[src/iru_pkg.sv]
// Constants shared by the interrupt and reset-flag unit
package iru_pkg;

    // ------------------------------------------------------------
    // Register indices (byte address is four times the index)
    // ------------------------------------------------------------
    localparam logic [7:0] IRU_IDX_RESET_CAUSE = 8'h34;
    localparam logic [7:0] IRU_IDX_SENSE_CTRL  = 8'h35;
    localparam logic [7:0] IRU_IDX_TIMER_MASK  = 8'h39;
    localparam logic [7:0] IRU_IDX_EXT_FLAGS   = 8'h3A;
    localparam logic [7:0] IRU_IDX_EXT_MASK    = 8'h3B;
    localparam logic [7:0] IRU_IDX_GLOBAL_CTRL = 8'h3F;

    // ------------------------------------------------------------
    // Field positions
    // ------------------------------------------------------------
    localparam int IRU_BIT_WDOG_SEEN = 3;
    localparam int IRU_BIT_PIN_SEEN  = 1;
    localparam int IRU_BIT_POR_SEEN  = 0;
    localparam int IRU_BIT_EXT1      = 7;
    localparam int IRU_BIT_EXT0      = 6;
    localparam int IRU_BIT_EXT2      = 5;
    localparam int IRU_BIT_GIE       = 7;
    localparam int IRU_BIT_TWO_EDGE  = 4;

    // Readable masks of the reset-cause and external registers
    localparam logic [7:0] IRU_CAUSE_MASK = 8'h0B;
    localparam logic [7:0] IRU_EXT_MASK   = 8'hE0;

    // ------------------------------------------------------------
    // Values after reset
    // ------------------------------------------------------------
    localparam logic [7:0] IRU_RST_CAUSE = 8'h01;
    localparam logic [7:0] IRU_RST_ZERO  = 8'h00;

    // ------------------------------------------------------------
    // Cycle counts of entry, wake-up and return
    // ------------------------------------------------------------
    localparam logic [2:0] IRU_ENTRY_CYC = 3'h4;
    localparam logic [2:0] IRU_WAKE_CYC  = 3'h4;
    localparam logic [2:0] IRU_RET_CYC   = 3'h4;

    // ------------------------------------------------------------
    // Sources in priority order (lowest vector first)
    // ------------------------------------------------------------
    localparam int IRU_NSRC = 11;
    localparam logic [12:0] IRU_VEC [IRU_NSRC] = '{
        13'h0002, 13'h0004, 13'h0006, 13'h0008, 13'h000A, 13'h000C,
        13'h000E, 13'h0010, 13'h0012, 13'h0014, 13'h0016};
    // Timer mask bit of sources 3..10 (sources 0..2 are external)
    localparam int IRU_TBIT [IRU_NSRC] = '{0, 0, 0, 2, 4, 3, 6, 5, 7, 0, 1};

    // Sense modes of external sources 0 and 1
    localparam logic [1:0] IRU_SENSE_LOW  = 2'h0;
    localparam logic [1:0] IRU_SENSE_ANY  = 2'h1;
    localparam logic [1:0] IRU_SENSE_FALL = 2'h2;
    localparam logic [1:0] IRU_SENSE_RISE = 2'h3;

    // Sequencer states, one-hot
    typedef enum logic [3:0] {
        IRU_ST_IDLE = 4'h1,
        IRU_ST_WAKE = 4'h2,
        IRU_ST_PUSH = 4'h4,
        IRU_ST_RET  = 4'h8
    } iru_state_t;

endpackage

[src/iru_top.sv]
// Interrupt sequencer, external pin flags and reset-cause register
`timescale 1ns/1ps
module iru_top
    import iru_pkg::*;
#(
    parameter int ADDR_W = 8
) (
    input  wire logic              sys_clk,
    input  wire logic              nrst,
    input  wire logic              psel,
    input  wire logic              penable,
    input  wire logic              pwrite,
    input  wire logic [ADDR_W-1:0] paddr,
    input  wire logic [31:0]       pwdata,
    output logic      [31:0]       prdata,
    output logic                   pready,
    output logic                   pslverr,
    input  wire logic [2:0]        ext_pin,
    input  wire logic              pin_reset_n,
    input  wire logic              wdog_timeout,
    input  wire logic [7:0]        timer_flag_in,
    output logic      [7:0]        timer_flag_clr,
    input  wire logic              core_insn_boundary,
    input  wire logic              core_insn_done,
    input  wire logic              core_sleeping,
    input  wire logic              core_return,
    output logic                   entry_busy,
    output logic                   pc_push,
    output logic                   vector_valid,
    output logic      [12:0]       vector_addr,
    output logic                   return_busy,
    output logic                   return_done,
    output logic                   wdog_reset_pulse,
    output logic                   reset_delay_start,
    output logic                   global_enable
);

    // ------------------------------------------------------------
    // Pin synchronisers
    // ------------------------------------------------------------
    logic [2:0] pin_s1_q;
    logic [2:0] pin_s2_q;
    logic [2:0] pin_prev_q;
    logic       prst_s1_q;
    logic       prst_s2_q;

    // Two flops per pin; the previous value feeds edge detection only
    always_ff @(posedge sys_clk or negedge nrst) begin
        if (!nrst) begin
            pin_s1_q   <= 3'h7;
            pin_s2_q   <= 3'h7;
            pin_prev_q <= 3'h7;
            prst_s1_q  <= 1'h1;
            prst_s2_q  <= 1'h1;
        end else begin
            pin_s1_q   <= ext_pin;
            pin_s2_q   <= pin_s1_q;
            pin_prev_q <= pin_s2_q;
            prst_s1_q  <= pin_reset_n;
            prst_s2_q  <= prst_s1_q;
        end
    end

    // ------------------------------------------------------------
    // APB decode
    // ------------------------------------------------------------
    logic [7:0] reg_idx;
    logic       apb_wr;
    logic       hit_cause;
    logic       hit_sense;
    logic       hit_tmask;
    logic       hit_eflag;
    logic       hit_emask;
    logic       hit_gctrl;
    logic       hit_any;

    // Zero-wait slave; unaligned or unknown words answer with an error
    assign reg_idx   = 8'(paddr >> 2);
    assign hit_cause = (reg_idx == IRU_IDX_RESET_CAUSE);
    assign hit_sense = (reg_idx == IRU_IDX_SENSE_CTRL);
    assign hit_tmask = (reg_idx == IRU_IDX_TIMER_MASK);
    assign hit_eflag = (reg_idx == IRU_IDX_EXT_FLAGS);
    assign hit_emask = (reg_idx == IRU_IDX_EXT_MASK);
    assign hit_gctrl = (reg_idx == IRU_IDX_GLOBAL_CTRL);
    assign hit_any   = (paddr[1:0] == 2'h0) && (hit_cause || hit_sense || hit_tmask
                       || hit_eflag || hit_emask || hit_gctrl);
    assign apb_wr    = psel && penable && pwrite && hit_any;
    assign pready    = 1'h1;
    assign pslverr   = psel && penable && !hit_any;

    // ------------------------------------------------------------
    // Control registers
    // ------------------------------------------------------------
    logic [7:0] timer_irq_mask_q;
    logic [7:0] external_irq_mask_q;
    logic [4:0] sense_ctrl_q;

    // Plain software-written controls
    always_ff @(posedge sys_clk or negedge nrst) begin
        if (!nrst) begin
            timer_irq_mask_q    <= IRU_RST_ZERO;
            external_irq_mask_q <= IRU_RST_ZERO;
            sense_ctrl_q        <= 5'h00;
        end else begin
            if (apb_wr && hit_tmask) begin
                timer_irq_mask_q <= pwdata[7:0];
            end
            if (apb_wr && hit_emask) begin
                external_irq_mask_q <= pwdata[7:0] & IRU_EXT_MASK;
            end
            if (apb_wr && hit_sense) begin
                sense_ctrl_q <= pwdata[4:0];
            end
        end
    end

    // ------------------------------------------------------------
    // Watchdog pulse and reset-cause register
    // ------------------------------------------------------------
    logic       wdog_q;
    logic       wdog_pulse_q;
    logic       delay_start_q;
    logic [7:0] reset_cause_status_q;
    logic [7:0] cause_d;

    // one cycle per time-out
    // Only the rising edge counts, so a held time-out still gives one pulse
    always_ff @(posedge sys_clk or negedge nrst) begin
        if (!nrst) begin
            wdog_q        <= 1'h0;
            wdog_pulse_q  <= 1'h0;
            delay_start_q <= 1'h0;
        end else begin
            wdog_q        <= wdog_timeout;
            wdog_pulse_q  <= wdog_timeout && !wdog_q;
            delay_start_q <= wdog_pulse_q;
        end
    end

    // software zero clears, a source event sets and wins
    always_comb begin
        cause_d = reset_cause_status_q;
        if (apb_wr && hit_cause) begin
            cause_d = cause_d & pwdata[7:0];
        end
        if (wdog_pulse_q) begin
            cause_d[IRU_BIT_WDOG_SEEN] = 1'h1;
        end
        if (!prst_s2_q) begin
            cause_d[IRU_BIT_PIN_SEEN] = 1'h1;
        end
        cause_d = cause_d & IRU_CAUSE_MASK;
    end

    // Power-on reset is nrst: it leaves only the power-on flag set
    always_ff @(posedge sys_clk or negedge nrst) begin
        if (!nrst) begin
            reset_cause_status_q <= IRU_RST_CAUSE;
        end else begin
            reset_cause_status_q <= cause_d;
        end
    end

    // ------------------------------------------------------------
    // External pin events
    // ------------------------------------------------------------
    logic [2:0] pin_fall;
    logic [2:0] pin_rise;
    logic [1:0] level_mode;
    logic [2:0] ext_event;

    // pin is sampled regardless of its direction
    assign pin_fall = pin_prev_q & ~pin_s2_q;
    assign pin_rise = ~pin_prev_q & pin_s2_q;

    // Sense selection for the two dual-mode pins and the edge-only pin
    genvar gi;
    generate
        for (gi = 0; gi < 2; gi++) begin : g_sense
            logic [1:0] mode;
            assign mode           = sense_ctrl_q[2*gi+1:2*gi];
            assign level_mode[gi] = (mode == IRU_SENSE_LOW);
            assign ext_event[gi]  = (mode == IRU_SENSE_ANY  && (pin_fall[gi] || pin_rise[gi]))
                                 || (mode == IRU_SENSE_FALL && pin_fall[gi])
                                 || (mode == IRU_SENSE_RISE && pin_rise[gi]);
        end
    endgenerate
    // edge only, one bit picks the edge
    assign ext_event[2] = sense_ctrl_q[IRU_BIT_TWO_EDGE] ? pin_rise[2] : pin_fall[2];

    // ------------------------------------------------------------
    // Source requests and priority
    // ------------------------------------------------------------
    logic [7:0]          external_irq_flags_q;
    logic [IRU_NSRC-1:0] src_req;
    logic [2:0]          ext_en;
    logic [2:0]          ext_flag;
    logic                any_req;
    logic [3:0]          win_idx;

    // Slot 0 is pin zero, slot 1 pin one, slot 2 pin two
    assign ext_en   = {external_irq_mask_q[IRU_BIT_EXT2], external_irq_mask_q[IRU_BIT_EXT1],
                       external_irq_mask_q[IRU_BIT_EXT0]};
    assign ext_flag = {external_irq_flags_q[IRU_BIT_EXT2], external_irq_flags_q[IRU_BIT_EXT1],
                       external_irq_flags_q[IRU_BIT_EXT0]};

    generate
        for (gi = 0; gi < IRU_NSRC; gi++) begin : g_req
            if (gi < 2) begin : g_dual
                assign src_req[gi] = ext_en[gi] && (level_mode[gi] ? !pin_s2_q[gi] : ext_flag[gi]);
            end else if (gi == 2) begin : g_edge
                assign src_req[gi] = ext_en[gi] && ext_flag[gi];
            end else begin : g_timer
                assign src_req[gi] = timer_irq_mask_q[IRU_TBIT[gi]]
                                  && timer_flag_in[IRU_TBIT[gi]];
            end
        end
    endgenerate

    always_comb begin
        win_idx = 4'h0;
        for (int i = IRU_NSRC - 1; i >= 0; i--) begin
            if (src_req[i]) begin
                win_idx = 4'(i);
            end
        end
    end
    assign any_req = |src_req;

    // ------------------------------------------------------------
    // Entry and return sequencer
    // ------------------------------------------------------------
    iru_state_t state_q;
    logic [2:0] cnt_q;
    logic [3:0] serve_q;
    logic       gie_q;
    logic       hold_q;
    logic       accept;
    logic       push_end;
    logic       ret_end;

    // take only at a boundary, enabled, not held
    assign accept   = (state_q == IRU_ST_IDLE) && gie_q && any_req && core_insn_boundary
                      && !hold_q && !core_return;
    assign push_end = (state_q == IRU_ST_PUSH) && (cnt_q == 3'h1);
    assign ret_end  = (state_q == IRU_ST_RET) && (cnt_q == 3'h1);

    always_ff @(posedge sys_clk or negedge nrst) begin
        if (!nrst) begin
            state_q <= IRU_ST_IDLE;
            cnt_q   <= 3'h0;
            serve_q <= 4'h0;
        end else begin
            case (state_q)
                IRU_ST_IDLE: begin
                    if (core_return) begin
                        state_q <= IRU_ST_RET;
                        cnt_q   <= IRU_RET_CYC;
                    end else if (accept) begin
                        serve_q <= win_idx;
                        state_q <= core_sleeping ? IRU_ST_WAKE : IRU_ST_PUSH;
                        cnt_q   <= core_sleeping ? IRU_WAKE_CYC : IRU_ENTRY_CYC;
                    end
                end
                IRU_ST_WAKE: begin
                    cnt_q <= cnt_q - 3'h1;
                    if (cnt_q == 3'h1) begin
                        state_q <= IRU_ST_PUSH;
                        cnt_q   <= IRU_ENTRY_CYC;
                    end
                end
                IRU_ST_PUSH, IRU_ST_RET: begin
                    cnt_q <= cnt_q - 3'h1;
                    if (cnt_q == 3'h1) begin
                        state_q <= IRU_ST_IDLE;
                    end
                end
                default: begin
                    state_q <= IRU_ST_IDLE;
                    cnt_q   <= 3'h0;
                end
            endcase
        end
    end

    // Global enable: software may set or clear it, except in the acceptance and return-end cycles
    always_ff @(posedge sys_clk or negedge nrst) begin
        if (!nrst) begin
            gie_q  <= 1'h0;
            hold_q <= 1'h0;
        end else begin
            if (apb_wr && hit_gctrl) begin
                gie_q <= pwdata[IRU_BIT_GIE];
            end
            // acceptance wins over a software write
            if (accept) begin
                gie_q <= 1'h0;
            end
            if (ret_end) begin
                gie_q <= 1'h1;
            end
            // hold until one main-program instruction completes
            if (ret_end) begin
                hold_q <= 1'h1;
            end else if (core_insn_done) begin
                hold_q <= 1'h0;
            end
        end
    end

    // ------------------------------------------------------------
    // External flags and served-flag clearing
    // ------------------------------------------------------------
    logic [2:0] ext_hw_clr;
    logic [2:0] ext_sw_clr;
    logic [2:0] ext_set;
    logic [2:0] ext_flag_d;

    // vectoring clears the flag of the served pin
    assign ext_hw_clr = {push_end && serve_q == 4'h2, push_end && serve_q == 4'h1,
                         push_end && serve_q == 4'h0};
    assign ext_sw_clr = (apb_wr && hit_eflag) ? {pwdata[IRU_BIT_EXT2], pwdata[IRU_BIT_EXT1],
                        pwdata[IRU_BIT_EXT0]} : 3'h0;
    // event sets the flag even when masked; level mode keeps none
    assign ext_set    = ext_event & {1'h1, ~level_mode};
    // An event in the clearing cycle is kept
    assign ext_flag_d = (ext_flag & ~(ext_hw_clr | ext_sw_clr)) | ext_set;

    always_ff @(posedge sys_clk or negedge nrst) begin
        if (!nrst) begin
            external_irq_flags_q <= IRU_RST_ZERO;
        end else begin
            external_irq_flags_q <= {ext_flag_d[1], ext_flag_d[0], ext_flag_d[2], 5'h00};
        end
    end

    // ------------------------------------------------------------
    // Core-facing outputs
    // ------------------------------------------------------------
    logic        vec_valid_q;
    logic [12:0] vec_addr_q;
    logic        ret_done_q;
    logic [7:0]  tclr_q;

    // Vector and timer-flag clear issued together at entry end
    always_ff @(posedge sys_clk or negedge nrst) begin
        if (!nrst) begin
            vec_valid_q <= 1'h0;
            vec_addr_q  <= 13'h0000;
            ret_done_q  <= 1'h0;
            tclr_q      <= 8'h00;
        end else begin
            vec_valid_q <= push_end;
            ret_done_q  <= ret_end;
            tclr_q      <= 8'h00;
            if (push_end) begin
                vec_addr_q <= IRU_VEC[serve_q];
                if (serve_q > 4'h2) begin
                    tclr_q <= 8'(8'h01 << IRU_TBIT[serve_q]);
                end
            end
        end
    end

    // status register is not saved here; handlers must do it
    assign entry_busy        = (state_q == IRU_ST_WAKE) || (state_q == IRU_ST_PUSH);
    assign pc_push           = (state_q == IRU_ST_PUSH);
    assign return_busy       = (state_q == IRU_ST_RET);
    assign vector_valid      = vec_valid_q;
    assign vector_addr       = vec_addr_q;
    assign return_done       = ret_done_q;
    assign timer_flag_clr    = tclr_q;
    assign wdog_reset_pulse  = wdog_pulse_q;
    assign reset_delay_start = delay_start_q;
    assign global_enable     = gie_q;

    // ------------------------------------------------------------
    // Read data
    // ------------------------------------------------------------
    logic [7:0] rd_byte;

    // reserved and unmapped bits read zero
    assign rd_byte = hit_cause ? reset_cause_status_q
                   : hit_sense ? {3'h0, sense_ctrl_q}
                   : hit_tmask ? timer_irq_mask_q
                   : hit_eflag ? external_irq_flags_q
                   : hit_emask ? external_irq_mask_q
                   : hit_gctrl ? {gie_q, 3'h0, hold_q, return_busy, pc_push, entry_busy}
                   : 8'h00;
    assign prdata  = (psel && hit_any) ? {24'h000000, rd_byte} : 32'h00000000;

endmodule

[config.mk]
export PLATFORM = sky130hd
export DESIGN_NAME = iru_top
export DESIGN_NICKNAME = d
export VERILOG_FILES = /design/src/iru_pkg.sv /design/src/iru_top.sv
export SDC_FILE = /design/constraint.sdc
export NUM_CORES = 1
export LEC_CHECK = 0
export BUFFER_PORTS_ARGS = -buffer_cell sky130_fd_sc_hd__buf_2
export CAP_MARGIN = 10
export CORE_MARGIN = 1
export CORE_UTILIZATION = 40
export DETAILED_ROUTE_END_ITERATION = 6
export MAX_ROUTING_LAYER = met4
export PLACE_DENSITY_LB_ADDON = 0.08
export SETUP_SLACK_MARGIN = 0.15
export SYNTH_ARGS = -nofsm -noshare
export SYNTH_HDL_FRONTEND = slang
export SYNTH_SLANG_ARGS = --single-unit
export TNS_END_PERCENT = 10
[constraint.sdc]
create_clock -name sys_clk -period 2.8 [get_ports sys_clk]
set_clock_uncertainty 0.2 [all_clocks]
set_input_delay 0.42 -clock sys_clk [delete_from_list [all_inputs] [get_ports sys_clk]]
set_output_delay 0.42 -clock sys_clk [all_outputs]
set_load 0.1 [all_outputs]
==> results.toml <==
[outcome]
outcome = "complete, no violations"

[sta]
tightest_slew_ps = 727.0
grt_setup_unrepaired = "false"
setup_viol = 0
relSlewSlack = 0.5154
finalMaxSlewViolations = 0
fmax_mhz = 388.5
hold_violations = 0
period_needed_ps = 2574
post-route-period-util = 0.9194

[cells_and_area]
num-fill-cells = 782
drive_above_1_share = 0.3485
design_area_mm2 = 0.004492
layout_common_cells = "buf_2 (58), dfrtp_1 (47), nand2_1 (37)"
final_common_cell = "buf_2"
syn_to_final_growth_pct = 24.52
postLayoutCoreUtil = 0.5151
n_antenna_cell = 0
nNetsFinal = 508

[floorplanning]
die_w_um = 96.97
core_area_mm2 = 0.008721
initial_utilization = 0.4136
dieArea_mm2 = 0.009402
pin_count = 125
die_y_um = 96.97
fp-row-count = 34

[min_path]
hp-class = "input port to flop"

[yosys]
netlist_area_mm2 = 0.003607
synth_cell_types = 60
synth_compound_area_frac = 0.1471
synth_adder_area_share = 0.04162
ys_ff_latch = 63
syn_inst = 358
synth_xor_area_frac = 0.004856
synth_ff_type = "dfrtp_1"
syn-mean-instance-area_um2 = 10.08
ys_seq_area_frac = 0.4416
synth_simple_gate_area_frac = 0.1738
synth_edf_count = 0
synth_top_family_by_area = "simple AND/OR/NAND/NOR gates"
synthArstFlopShare = 1.000
muxShareOfSynthArea = 0.08637
synth_warnings = 0

[global_route]
grt_pass1_vias = 2636
grt_max_degree = 34
track_usage = 0.1884
grt.overflow.total = 0
grt_antenna_before_repair = 0
grt_pass1_wl_um = 13500

[critical_path]
worstSetupPathType = "flop to output port"
endpoint = "return_busy"
path_cells = "inv_1 > nor4_4 > buf_2"
r2r-end = "serve_q[0]$_DFFE_PN0P_"
cp-end-kind = "output port"
cp_slowest_stage_delay_ps = 530
r2r_slack_ps = 530
worstSetupStartpointType = "flop"
critPathMaxFanout = 11
slowest_stage = "dfrtp_2"
crit_path_start = "state_q[3]$_DFFE_PN0P_"
cp.required_ps = 2180
cp_data_arrival_time_ps = 1950
reg2reg_from = "state_q[0]$_DFFE_PN1P_"
r2r_cells = 4

[clocking]
path_clk_slew_ps = 70
cts_htree_levels = 3
ctsLongestPathBuffers = 2
cts_tree = "done"
cts_sinks = 63
cts_root_buf = "clkbuf_8"
numCtsBuffers = 9
insertion_delay_ps = 340
postCtsSetupBuffers = 0

[routing]
drc = 0
ant_nets = 0
routedWlPerCell_um = 14.90
first_pass_iters = 4
routed_wl_um = 8152
viasPerCell = 5.080
first_iter_violations = 89
vias = 2779

[run]
cap_violations = 0

[placed_design]
place_area_mm2 = 0.004198
portBuffers = 66
hpwl_um = 6206
place_congestion = 0.8670

[pwr]
leakagePower_uw = 0.002129
ir_worst_vdd_mv = 0.2474
p_per_area_mw_per_mm2 = 641.2
worst min-delay path by stage:
stage | from | to | slack, ps | cells past startpoint
global placement | pin_s1_q[2]$_DFF_PN1_ | pin_s2_q[2]$_DFF_PN1_ | 150 | 0
floorplan | nrst | cnt_q[0]$_DFFE_PN0P_ | -80 | 0
global route | core_insn_done | hold_q$_DFFE_PN0P_ | 50 | 2
detailed placement | pin_s1_q[2]$_DFF_PN1_ | pin_s2_q[2]$_DFF_PN1_ | 150 | 0
CTS | core_insn_done | hold_q$_DFFE_PN0P_ | 50 | 2
finish | core_insn_done | hold_q$_DFFE_PN0P_ | 50 | 2
logic make-up after synthesis:
| kind of cell | after synthesis |
|---|---|
| xor gates and xnor gates | 2 |
| AOI/OAI and AO/OA | 76 |
| DFF | 63 |
| adders and majority gates | 12 |
| other | 2 |
| muxes | 28 |
| and+or+nand+nor | 112 |
| buffers and inverters | 63 |
metrics by stage:
step | TNS [ps] | total power [uW] | setup slack (ps) | std cells | hold WS [ps]
CTS | 0 | 2906 | 54.96 | 547 | 50.88
detailed placement | 0 | 1981 | 297.4 | 525 | 146.8
global placement | 0 | 1969 | 308.4 | 525 | 146.3
finish | 0 | 2880 | 225.7 | 547 | 52.81
floorplan | -2443 | 1873 | -344.3 | 390 | -75.59
global route | 0 | 3031 | 150.5 | 547 | 50.39
flip-flops by register name (all words and copies together) (netlist names), 4 cells and up:
signal            count
sense_ctrl_q          5
serve_q               4
state_q               4
timer_flag_clr        8
timer_irq_mask_q      8
vector_addr           4
cells in the mapped netlist (2+ instances only):
master / number / area share
ha_1: 12 / 0.042
o21ai_0: 12 / 0.017
and3_1: 3 / 0.0052
buf_2: 5 / 0.0069
nand3_1: 9 / 0.012
o21a_1: 6 / 0.012
conb_1: 2 / 0.0021
a41o_1: 2 / 0.0055
clkbuf_1: 7 / 0.0073
nor2b_1: 5 / 0.0087
buf_4: 34 / 0.071
a211o_1: 3 / 0.0073
mux2_2: 25 / 0.078
inv_1: 17 / 0.018
nor4b_1: 2 / 0.0049
a22oi_1: 10 / 0.021
and4_1: 2 / 0.0049
a221oi_1: 2 / 0.0049
a22o_1: 2 / 0.0049
nor3_1: 9 / 0.012
nand2b_1: 3 / 0.0052
dfstp_2: 13 / 0.095
mux2i_1: 3 / 0.0083
nor3b_1: 7 / 0.015
nor2_1: 21 / 0.022
a21oi_1: 17 / 0.024
nand2_1: 37 / 0.039
o21ai_2: 2 / 0.0049
o22ai_1: 3 / 0.0052
dfrtp_1: 50 / 0.35
o41ai_1: 3 / 0.0073
nor4_1: 2 / 0.0035
critical path, delay by kind of cell, from the launching register on:
kind          cells  cell delay (ps)
simple gates      1              420
flops             1              530
buf+inv           2              650
report_power, final:
part / internal, uW / leakage [uW] / total [uW] / switching [uW]
clock: 530 / 0.000109 / 911 / 382
sequential: 989 / 0.000775 / 1100 / 114
combinational: 241 / 0.00125 / 866 / 624
total: 1760 / 0.00213 / 2880 / 1120
per-layer routing:
metal	up-vias	routed length (um)	GRT usage
li1	1360	-	-
met1	1341	3857	0.2467
met2	65	3927	0.2974
met3	13	248	0.02746
met4	0	119	0.06889
met5	-	0	-
final cells by class:
cell class                 instances  area, um^2  share of cell area
clock buffer                      10       137.6             0.03064
clock inverter                     6       92.59             0.02061
inverter                          17       63.81             0.01421
multi-input combinational        264        1891              0.4209
sequential                        63        1597              0.3554
tap                              108       135.1             0.03008
timing repair buffer              79       575.6              0.1281
repair_timing:
item	4_1_cts	5_1_grt
gates resized for setup	0	3
endpoints found under the setup margin	3	5
hold buffers	6	0
gates cloned	0	0
endpoints found under the hold margin	28	0
No activity file was read; power rests on OpenSTA's default activity.
